--- src/bcpi_pkg.sv ---
// shared constants and types of the battery charge pi pwm controller
package bcpi_pkg;

	// clock rate and control update period
	localparam int unsigned CLK_MHZ        = 25;
	localparam int unsigned CTRL_PERIOD_US = 5000;
	localparam int unsigned TICK_CYCLES    = CTRL_PERIOD_US * CLK_MHZ;

	// switching period in clock cycles, 100 kHz at 25 MHz
	localparam int unsigned PWM_PERIOD = 250;

	// datapath widths
	localparam int unsigned MEAS_W = 12;
	localparam int unsigned GAIN_W = 8;
	localparam int unsigned DUTY_W = 16;
	localparam int unsigned SUM_W  = 20;
	localparam int unsigned ACC_W  = 32;

	// gains are fixed point with this many fraction bits
	localparam int unsigned GAIN_SHIFT = 4;

	// reset values
	localparam logic [15:0] DUTY_RST = 16'h0000;
	localparam logic [19:0] SUM_RST  = 20'h00000;

	// supervisor states, gray coded along idle, charge, done
	typedef enum logic [1:0] {
		ST_IDLE   = 2'h0,
		ST_CHARGE = 2'h1,
		ST_DONE   = 2'h3,
		ST_FAULT  = 2'h2
	} bcpi_state_t;

endpackage

--- src/bcpi_ctrl.sv ---
// battery charger controller: supervisor, pi law and pwm drive
`timescale 1ns/1ps
`default_nettype none

// Contract
// - keep switching frequency fixed, regulate only by pulse width
// - constant voltage: error from converter voltage against voltage setpoint
// - constant current: error from sense voltage against current setpoint
// - loop holds voltage or current, whichever mode is selected
// - proportional term uses measured value compared with set value
// - integral term is a running sum of error samples
// - position form: c1 times error plus c2 times past error sum
// - velocity form: add gain times error plus gain times last error
// - lithium and lead acid cells charge by the constant voltage method
// - constant voltage charging cuts drive while current exceeds limit
// - fast charge uses current setpoint equal to rated capacity
// - monitor always, end charge when battery voltage hits threshold
// - any safety threshold crossed switches pwm off and stops charging
// - a new duty cycle is computed once every 5 ms
module bcpi_ctrl #(
	parameter int unsigned TICK_CYCLES = bcpi_pkg::TICK_CYCLES,
	parameter int unsigned PWM_PERIOD  = bcpi_pkg::PWM_PERIOD,
	parameter int unsigned MEAS_W      = bcpi_pkg::MEAS_W
) (
	input  wire logic                              mclk,
	input  wire logic                              rst,
	input  wire logic                              charge_enable,
	input  wire logic                              mode_cc,
	input  wire logic                              velocity_form,
	input  wire logic                              fast_charge,
	input  wire logic                              temp_sense_present,
	input  wire logic [MEAS_W-1:0]                 voltage_setpoint,
	input  wire logic [MEAS_W-1:0]                 current_setpoint,
	input  wire logic [MEAS_W-1:0]                 rated_capacity,
	input  wire logic [MEAS_W-1:0]                 current_limit,
	input  wire logic [MEAS_W-1:0]                 term_voltage,
	input  wire logic [MEAS_W-1:0]                 vout_limit,
	input  wire logic [MEAS_W-1:0]                 vbatt_limit,
	input  wire logic [MEAS_W-1:0]                 temp_limit,
	input  wire logic signed [bcpi_pkg::GAIN_W-1:0] proportional_gain,
	input  wire logic signed [bcpi_pkg::GAIN_W-1:0] integral_gain,
	input  wire logic [MEAS_W-1:0]                 vout_meas,
	input  wire logic [MEAS_W-1:0]                 isense_meas,
	input  wire logic [MEAS_W-1:0]                 vbatt_meas,
	input  wire logic [MEAS_W-1:0]                 temp_meas,
	output wire logic                              pwm_out,
	output wire logic [bcpi_pkg::DUTY_W-1:0]       duty,
	output wire logic                              charging,
	output wire logic                              charge_done,
	output wire logic                              safety_fault,
	output wire logic                              current_limited
);

	localparam int unsigned ACC_W = bcpi_pkg::ACC_W;
	localparam int unsigned SUM_W = bcpi_pkg::SUM_W;
	localparam int unsigned DW    = bcpi_pkg::DUTY_W;
	localparam int unsigned EW    = MEAS_W + 1;
	localparam int unsigned SW1   = SUM_W + 1;

	localparam logic signed [ACC_W-1:0] DUTY_MAX = ACC_W'(PWM_PERIOD);
	localparam logic signed [SW1-1:0]   SUM_MAX  =
		SW1'({2'h0, {(SUM_W-1){1'b1}}});
	localparam logic signed [SW1-1:0]   SUM_MIN  =
		SW1'({2'h3, {(SUM_W-1){1'b0}}});

	// clamp a signed result into the legal compare range
	function automatic logic [DW-1:0] sat_duty(
		input logic signed [ACC_W-1:0] v
	);
		if (v < 0) begin
			sat_duty = '0;
		end else if (v > DUTY_MAX) begin
			sat_duty = DUTY_MAX[DW-1:0];
		end else begin
			sat_duty = v[DW-1:0];
		end
	endfunction

	// clamp the widened accumulator sum instead of letting it wrap
	function automatic logic signed [SUM_W-1:0] sat_sum(
		input logic signed [SW1-1:0] v
	);
		if (v > SUM_MAX) begin
			sat_sum = SUM_MAX[SUM_W-1:0];
		end else if (v < SUM_MIN) begin
			sat_sum = SUM_MIN[SUM_W-1:0];
		end else begin
			sat_sum = v[SUM_W-1:0];
		end
	endfunction

	bcpi_pkg::bcpi_state_t state_q;
	bcpi_pkg::bcpi_state_t state_d;

	logic                    lim_q;
	logic                    charging_q;
	logic                    done_q;
	logic                    fault_q;
	logic [DW-1:0]           duty_q;
	logic signed [SUM_W-1:0] sum_q;
	logic signed [EW-1:0]    err_prev_q;
	logic                    tick_q;

	// safety and termination checks run every cycle, not only on ticks
	wire temp_trip   = temp_sense_present && (temp_meas > temp_limit);
	wire safety_trip = (vout_meas > vout_limit) ||
		(vbatt_meas > vbatt_limit) || temp_trip;
	wire term_hit    = (vbatt_meas >= term_voltage);
	wire in_charge   = (state_q == bcpi_pkg::ST_CHARGE);

	wire lim_d    = in_charge && !mode_cc && (isense_meas > current_limit);
	// drive only while charging and not limited
	wire drive_en = in_charge && !lim_q;

	// fast charge targets the rated capacity
	wire [MEAS_W-1:0] cur_target = fast_charge ? rated_capacity
		: current_setpoint;

	// mode_cc low is the constant voltage method, the default
	// selected mode picks the regulated quantity
	wire [MEAS_W-1:0] target = mode_cc ? cur_target : voltage_setpoint;
	wire [MEAS_W-1:0] meas   = mode_cc ? isense_meas : vout_meas;

	// error is set value minus measured value
	wire signed [EW-1:0] err = $signed({1'b0, target}) -
		$signed({1'b0, meas});

	// law advances only on the update tick
	// freezing during a current cut keeps the integrator from winding up
	wire pi_step = tick_q && drive_en;

	wire signed [ACC_W-1:0] p_term = ACC_W'(proportional_gain) *
		ACC_W'(err);
	wire signed [ACC_W-1:0] i_src  = velocity_form ? ACC_W'(err_prev_q)
		: ACC_W'(sum_q);
	wire signed [ACC_W-1:0] i_term = ACC_W'(integral_gain) * i_src;
	wire signed [ACC_W-1:0] mix    = (p_term + i_term) >>>
		bcpi_pkg::GAIN_SHIFT;

	// velocity form adds the change to the previous output
	wire signed [ACC_W-1:0] vel_u  = ACC_W'($signed({1'b0, duty_q})) + mix;
	wire signed [ACC_W-1:0] u_raw  = velocity_form ? vel_u : mix;

	wire [DW-1:0]           duty_d = sat_duty(u_raw);
	wire signed [SUM_W-1:0] sum_d  = sat_sum(SW1'(sum_q) + SW1'(err));

	// supervisor; a fault outranks termination in the same cycle
	always_comb begin
		state_d = state_q;
		unique case (state_q)
			bcpi_pkg::ST_IDLE: begin
				if (charge_enable) begin
					state_d = safety_trip ? bcpi_pkg::ST_FAULT
						: bcpi_pkg::ST_CHARGE;
				end
			end
			bcpi_pkg::ST_CHARGE: begin
				if (!charge_enable) begin
					state_d = bcpi_pkg::ST_IDLE;
				end else if (safety_trip) begin
					state_d = bcpi_pkg::ST_FAULT;
				end else if (term_hit) begin
					state_d = bcpi_pkg::ST_DONE;
				end
			end
			bcpi_pkg::ST_DONE, bcpi_pkg::ST_FAULT: begin
				if (!charge_enable) begin
					state_d = bcpi_pkg::ST_IDLE;
				end
			end
		endcase
	end

	// state and registered status outputs
	always_ff @(posedge mclk) begin
		if (rst) begin
			state_q    <= bcpi_pkg::ST_IDLE;
			lim_q      <= 1'b0;
			charging_q <= 1'b0;
			done_q     <= 1'b0;
			fault_q    <= 1'b0;
		end else begin
			state_q    <= state_d;
			lim_q      <= lim_d;
			charging_q <= (state_d == bcpi_pkg::ST_CHARGE);
			done_q     <= (state_d == bcpi_pkg::ST_DONE);
			fault_q    <= (state_d == bcpi_pkg::ST_FAULT);
		end
	end

	// pi state, cleared when idle for a fresh start
	always_ff @(posedge mclk) begin
		if (rst || state_q == bcpi_pkg::ST_IDLE) begin
			duty_q     <= bcpi_pkg::DUTY_RST;
			sum_q      <= bcpi_pkg::SUM_RST;
			err_prev_q <= '0;
		end else if (pi_step) begin
			duty_q     <= duty_d;
			sum_q      <= sum_d;
			err_prev_q <= err;
		end
	end

	bcpi_tick #(
		.CYCLES (TICK_CYCLES)
	) u_tick (
		.mclk   (mclk),
		.rst    (rst),
		.tick_q (tick_q)
	);

	bcpi_pwm #(
		.PERIOD (PWM_PERIOD),
		.DW     (DW)
	) u_pwm (
		.mclk   (mclk),
		.rst    (rst),
		.enable (drive_en),
		.duty   (duty_q),
		.pwm_q  (pwm_out)
	);

	assign duty            = duty_q;
	assign charging        = charging_q;
	assign charge_done     = done_q;
	assign safety_fault    = fault_q;
	assign current_limited = lim_q;

	a_fault_off: assert property (@(posedge mclk) disable iff (rst)
		(in_charge && safety_trip) |-> ##2 !pwm_out [*2])
		else $error("pwm still on after safety trip");

	a_term_done: assert property (@(posedge mclk) disable iff (rst)
		(in_charge && charge_enable && !safety_trip && term_hit)
		|=> (state_q == bcpi_pkg::ST_DONE) && done_q && !charging_q)
		else $error("charge not ended at threshold");

	a_limit_cut: assert property (@(posedge mclk) disable iff (rst)
		(in_charge && !mode_cc && isense_meas > current_limit)
		|-> ##1 lim_q ##1 !pwm_out)
		else $error("current limit did not cut drive");

	a_duty_range: assert property (@(posedge mclk) disable iff (rst)
		duty_q <= DUTY_MAX[DW-1:0])
		else $error("duty above period");

	a_sum_run: assert property (@(posedge mclk) disable iff (rst)
		(pi_step && !$past(rst)) |=> sum_q ==
		sat_sum(SW1'($past(sum_q)) + SW1'($past(err))))
		else $error("error sum not accumulated");

	a_pos_law: assert property (@(posedge mclk) disable iff (rst)
		(pi_step && !velocity_form) |=> duty_q == sat_duty($past(mix)))
		else $error("position law mismatch");

	a_vel_up: assert property (@(posedge mclk) disable iff (rst)
		(pi_step && velocity_form && proportional_gain > 0 &&
		integral_gain >= 0 && err > 0 && err_prev_q >= 0)
		|=> duty_q >= $past(duty_q))
		else $error("velocity step went the wrong way");

	a_cv_sign: assert property (@(posedge mclk) disable iff (rst)
		(pi_step && !mode_cc && !velocity_form && sum_q <= 0 &&
		vout_meas > voltage_setpoint && proportional_gain > 0 &&
		integral_gain >= 0) |=> duty_q == '0)
		else $error("voltage error not from converter voltage");

	a_cc_sign: assert property (@(posedge mclk) disable iff (rst)
		(pi_step && mode_cc && !velocity_form && sum_q <= 0 &&
		isense_meas > cur_target && proportional_gain > 0 &&
		integral_gain >= 0) |=> duty_q == '0)
		else $error("current error not from sense voltage");

	a_hold_duty: assert property (@(posedge mclk) disable iff (rst)
		(!pi_step && state_q != bcpi_pkg::ST_IDLE) |=> $stable(duty_q))
		else $error("duty moved between ticks");

	// a cut must freeze the law, else the integrator winds up
	a_pi_frozen: assert property (@(posedge mclk) disable iff (rst)
		(tick_q && lim_q && in_charge)
		|=> $stable(duty_q) && $stable(sum_q))
		else $error("pi state moved during current cut");

	a_lim_free: assert property (@(posedge mclk) disable iff (rst)
		(!in_charge || mode_cc) |=> !lim_q)
		else $error("limiter active outside voltage charge");

	a_fault_hold: assert property (@(posedge mclk) disable iff (rst)
		(state_q == bcpi_pkg::ST_FAULT && charge_enable)
		|=> (state_q == bcpi_pkg::ST_FAULT) && fault_q && !pwm_out)
		else $error("fault released while charge requested");

	a_done_off: assert property (@(posedge mclk) disable iff (rst)
		(state_q == bcpi_pkg::ST_DONE) |=> !pwm_out && !charging_q)
		else $error("drive still on after termination");

	a_idle_clear: assert property (@(posedge mclk) disable iff (rst)
		(state_q == bcpi_pkg::ST_IDLE)
		|=> duty_q == '0 && sum_q == '0 && err_prev_q == '0)
		else $error("pi state not cleared in idle");

endmodule // bcpi_ctrl

`default_nettype wire

--- src/bcpi_tick.sv ---
// control update tick generator
`timescale 1ns/1ps
`default_nettype none

module bcpi_tick #(
	parameter int unsigned CYCLES = bcpi_pkg::TICK_CYCLES
) (
	input  wire logic mclk,
	input  wire logic rst,
	output var  logic tick_q
);

	localparam int unsigned  CW   = $clog2(CYCLES);
	localparam logic [CW-1:0] LAST = CW'(CYCLES - 1);

	logic [CW-1:0] cnt_q;
	wire           wrap = (cnt_q == LAST);

	// free running divider, one pulse per update period
	always_ff @(posedge mclk) begin
		if (rst) begin
			cnt_q  <= '0;
			tick_q <= 1'b0;
		end else begin
			cnt_q  <= wrap ? '0 : cnt_q + 1'b1;
			tick_q <= wrap;
		end
	end

	a_tick_lone: assert property (@(posedge mclk) disable iff (rst)
		tick_q |=> !tick_q) else $error("tick longer than one cycle");

	a_tick_wrap: assert property (@(posedge mclk) disable iff (rst)
		wrap |=> (tick_q && cnt_q == '0)) else $error("tick missed wrap");

endmodule // bcpi_tick

`default_nettype wire

--- src/bcpi_pwm.sv ---
// fixed frequency pwm generator with shadowed compare value
`timescale 1ns/1ps
`default_nettype none

module bcpi_pwm #(
	parameter int unsigned PERIOD = bcpi_pkg::PWM_PERIOD,
	parameter int unsigned DW     = bcpi_pkg::DUTY_W
) (
	input  wire logic          mclk,
	input  wire logic          rst,
	input  wire logic          enable,
	input  wire logic [DW-1:0] duty,
	output var  logic          pwm_q
);

	localparam logic [DW-1:0] LAST = DW'(PERIOD - 1);

	logic [DW-1:0] cnt_q;
	logic [DW-1:0] shadow_q;
	wire           wrap = (cnt_q == LAST);

	// fixed period, width only
	// compare loads at wrap so a duty change never splits a pulse mid period; enable still cuts one at once
	always_ff @(posedge mclk) begin
		if (rst) begin
			cnt_q    <= '0;
			shadow_q <= bcpi_pkg::DUTY_RST;
			pwm_q    <= 1'b0;
		end else begin
			cnt_q    <= wrap ? '0 : cnt_q + 1'b1;
			shadow_q <= wrap ? duty : shadow_q;
			pwm_q    <= enable && (cnt_q < shadow_q);
		end
	end

	a_pwm_period: assert property (@(posedge mclk) disable iff (rst)
		wrap |=> cnt_q == '0) else $error("pwm period broken");

	a_pwm_shadow: assert property (@(posedge mclk) disable iff (rst)
		!$stable(shadow_q) |-> $past(wrap)) else $error("compare moved");

endmodule // bcpi_pwm

`default_nettype wire

--- config.mk ---
export PLATFORM = sky130hd
export DESIGN_NAME = bcpi_ctrl
export DESIGN_NICKNAME = d
export VERILOG_FILES = /design/src/bcpi_pkg.sv /design/src/bcpi_ctrl.sv /design/src/bcpi_tick.sv /design/src/bcpi_pwm.sv
export SDC_FILE = /design/constraint.sdc
export NUM_CORES = 1
export LEC_CHECK = 0
export ABC_AREA = 0
export CORE_ASPECT_RATIO = 1.5
export CORE_MARGIN = 2
export CORE_UTILIZATION = 31
export CTS_CLUSTER_SIZE = 24
export DETAILED_ROUTE_END_ITERATION = 12
export DONT_BUFFER_PORTS = 1
export GPL_TIMING_DRIVEN = 0
export PLACE_DENSITY = 0.5
export SYNTH_ARGS = -nofsm -noshare
export SYNTH_HDL_FRONTEND = slang
export SYNTH_SLANG_ARGS = --single-unit
export TNS_END_PERCENT = 30
--- constraint.sdc ---
create_clock -name mclk -period 17.5 [get_ports mclk]
set_input_delay 3.5 -clock mclk [delete_from_list [all_inputs] [get_ports mclk]]
set_output_delay 3.5 -clock mclk [all_outputs]
set_load 0.1 [all_outputs]
==> flow_results.org <==
** Floorplanning
- Horizontal extent of the die :: 209.7 um
- The initial utilization of the core area, before any placement, comes to 31.20%.
- In this run the vertical extent of the chip is 312.5 um.
- After floorplanning, the core was divided into 113 placement rows.
- Area enclosed by the die boundary :: 65530 um2
- Area of the core region :: 63060 um2
- For this design the top-level I/O count stands at 188.

** Clocking
- Clock-pin slew was measured on the worst setup and hold paths at 0.08 ns.
- The number of gates resized after CTS was 0.
- Buffer cell driving the clock tree root :: clkbuf_16
- After clock tree synthesis, the flow added hold-fix buffers numbering 0.
- The later pin in the worst-skew pair is clocked with a latency of 0.39 ns.
- The number of setup buffers added after CTS is 0.
- In this run the number of H-tree levels came out at 3.
- Buffers inserted during clock tree synthesis total 9.
- Clock tree from TritonCTS :: done
- Clock tree sinks :: 106
- The longest clock path from root to sink contains 2 buffers.

** Finish
- The filler cells instantiated in the layout total 6709.
- Area of the multi-input gates :: 15520 um2
- Highest-count cells in the layout ignoring fill and taps :: inv_1 (478), fa_1 (289), nand2_1 (198)
- Leaving out fill and tap cells, the most frequent cell in the layout is inv_1.
- For this run, the post-layout net count is 3001.
- Register area :: 2122 um2
- From synthesis to final layout, the design area changed by 6.939%.
- Proportion of layout cells with a drive suffix above 1 :: 2.889%

** STA
- Slew of the pin with the lowest slew margin :: 1.501 ns
- The final critical path takes up 88.53% of the cycle.
- Summed over all failing endpoints, the final setup total negative slack is 0 ns.
- Number of setup violations in the final report :: 0
- The number of failing hold endpoints at the final stage is 0.
- Setup repair after global routing left no endpoint under its margin.
- Minimum clock period :: 15.49 ns
- The worst pin sits at a relative slew slack of -0.8021%.
- Between clock sinks in the finished design, the worst skew comes to 0.01335 ns.
- Max frequency :: 64.54 MHz
- Number of pins exceeding their max-slew limit in the final report :: 11

** Route
- The routed layout has 15740 vias.
- After detailed routing, the average wire length per cell comes to 18.58 um.
- For this block, the initial DRC count from the detailed router was 681.
- Once detail routing completed, the nets flagged for antenna violations numbered 0.
- Summed over all layers, the routed wires come to 58770 um.
- Before antenna repair, the detailed router went through 5 iterations.
- Via/cell ratio :: 4.977
- For this run, design rule violations remaining after detail routing come to 0.

** Placement
- Detailed placement ended at an HPWL of 51510 um.
- Number of port buffers :: 0
- Routability-driven placement finished with a final weighted congestion of 0.9524.

** Setup path
- Arrival time at the worst endpoint :: 15.77 ns
- CP required :: 17.77 ns
- The setup path with the least slack is of type input pin to register.
- Highest cell delay on the worst timing path :: 0.91 ns
- In this run the worst path has a maximum fanout of 12.
- Slowest cell on crit path :: fa_1
- Worst Setup Start Kind :: input pin
- The worst setup path is captured at a register.

** Hold path
- The tightest min-delay check is of the register to register type.

** Synthesis
- Distinct cells, synth :: 83
- Synth area leaders :: fa_1 (29%), ha_1 (12%), dfxtp_1 (11%)
- Synthesized area divided by synthesized cell count :: 8.417 um2
- In this run the biggest area consumer among cell types represents 29.41% of the synthesized area.
- Leading register cell type out of synthesis :: dfxtp_1
- Synthesized netlist cell count :: 2337
- Netlist area before placement :: 19670 um2
- For this run, the number of Yosys warnings is 0.
- In this run, synthesis inferred 0 flip-flops with an integrated enable.
- The number of nets handed over by synthesis was 2989.
- Synthesis inferred 106 register bits.
- Async set or reset register ratio after synthesis :: 0%
- The share of the Yosys chip area taken by registers is 10.79%.
- Largest area contributor in the netlist :: fa_1

** GRT
- Remaining global-route overflow :: 0
- First-pass GRT wire length :: 94160 um
- Total Routing Usage GR :: 18.44%
- The number of global-route vias before repair is 17530.
- Antenna violations before repair :: 1
- Largest net degree at the start of global routing :: 20

** Flow run
- Number of max-capacitance violations reported :: 1

** Run status
- Outcome :: finished with violations
- Violations in the final reports :: max-capacitance violations, max-slew violations
[worst max-delay path, delay by kind of cell]
kind	cells	cell delay, ns
adders and majority gates	9	4.93
AOI/OAI and AO/OA	16	4.63
buffers and inverters	10	1.81
and+or+nand+nor	7	0.68
xor gates and xnor gates	1	0.19
[metal layers]
metal	share of wire, %	up-vias	track usage [%]	wire length [um]
met5	0	-	0	0
met4	5.5	0	8.946	3234
met3	3.2	144	2.412	1884
met2	54	317	35.65	31470
met1	38	7783	19.44	22180
li1	-	7499	-	-
[synthesized netlist by cell type (all sizes together) (19+ instances only)]
library cell  number
or2               19
nor2             143
a21oi             95
nor3              32
nor2b             34
nand2b            27
ha               196
mux2i             45
dfxtp            106
a211oi            20
fa               289
nand4             26
a21o              63
and3              19
o21ai             74
and2             130
nand3             33
nand2            198
inv              478
xnor2             48
clkbuf            52
xor2              36
[layout make-up]
type	instances	share of cell area (%)
Antenna cell	4	0.04758
Buffer	60	1.136
Clock buffer	9	1.071
Clock inverter	7	0.5234
Inverter	479	8.547
Multi-Input combinational cell	1692	73.76
Sequential cell	106	10.09
Tap cell	805	4.788
Timing Repair Buffer	1	0.03569
[stage by stage]
stage	std cells	util [%]	cell area [um2]	hold WS (ns)	worst slack, ns
floorplan	2337	-	19670	0.4130	3.056
CTS	3159	33.34	21030	0.4427	1.850
finish	3163	33.36	21040	0.4426	2.007
detailed placement	3143	32.81	20690	0.4321	1.461
global route	3163	33.36	21040	0.4638	1.045
global placement	3142	32.79	20680	0.4225	0.1812
[kinds of logic after synthesis]
logic type      Yosys count  share of synthesized area, %
flops                   106                         10.79
simple gates            715                         18.64
compound gates          353                         11.70
buf+inv                 539                         10.35
mux                      55                         2.862
fa+ha+maj               485                         41.88
xor+xnor                 84                         3.778
[registers in the layout, summed over array words and instances (netlist names), 2 cells and up]
| register | cells |
|---|---|
| sum_q | 20 |
| u_pwm.cnt_q | 16 |
| u_tick.cnt_q | 17 |
| err_prev_q | 13 |
| state_q | 2 |
| duty | 16 |
| u_pwm.shadow_q | 16 |
[worst paths after layout]
kind / from / to / slack (ns) / depth (start not counted)
setup / recovery: mode_cc / duty[0] / 2.01 / 43
hold / removal: u_tick.cnt_q[0] / u_tick.cnt_q[0] / 0.44 / 1
setup reg to reg: err_prev_q[0] / duty[0] / 7.28 / 30
hold reg to reg: u_tick.cnt_q[0] / u_tick.cnt_q[0] / 0.44 / 1
Power is left out: the tool's default activity adds up to more than one toggle a clock period on the data nets, which glitch-free logic cannot reach.
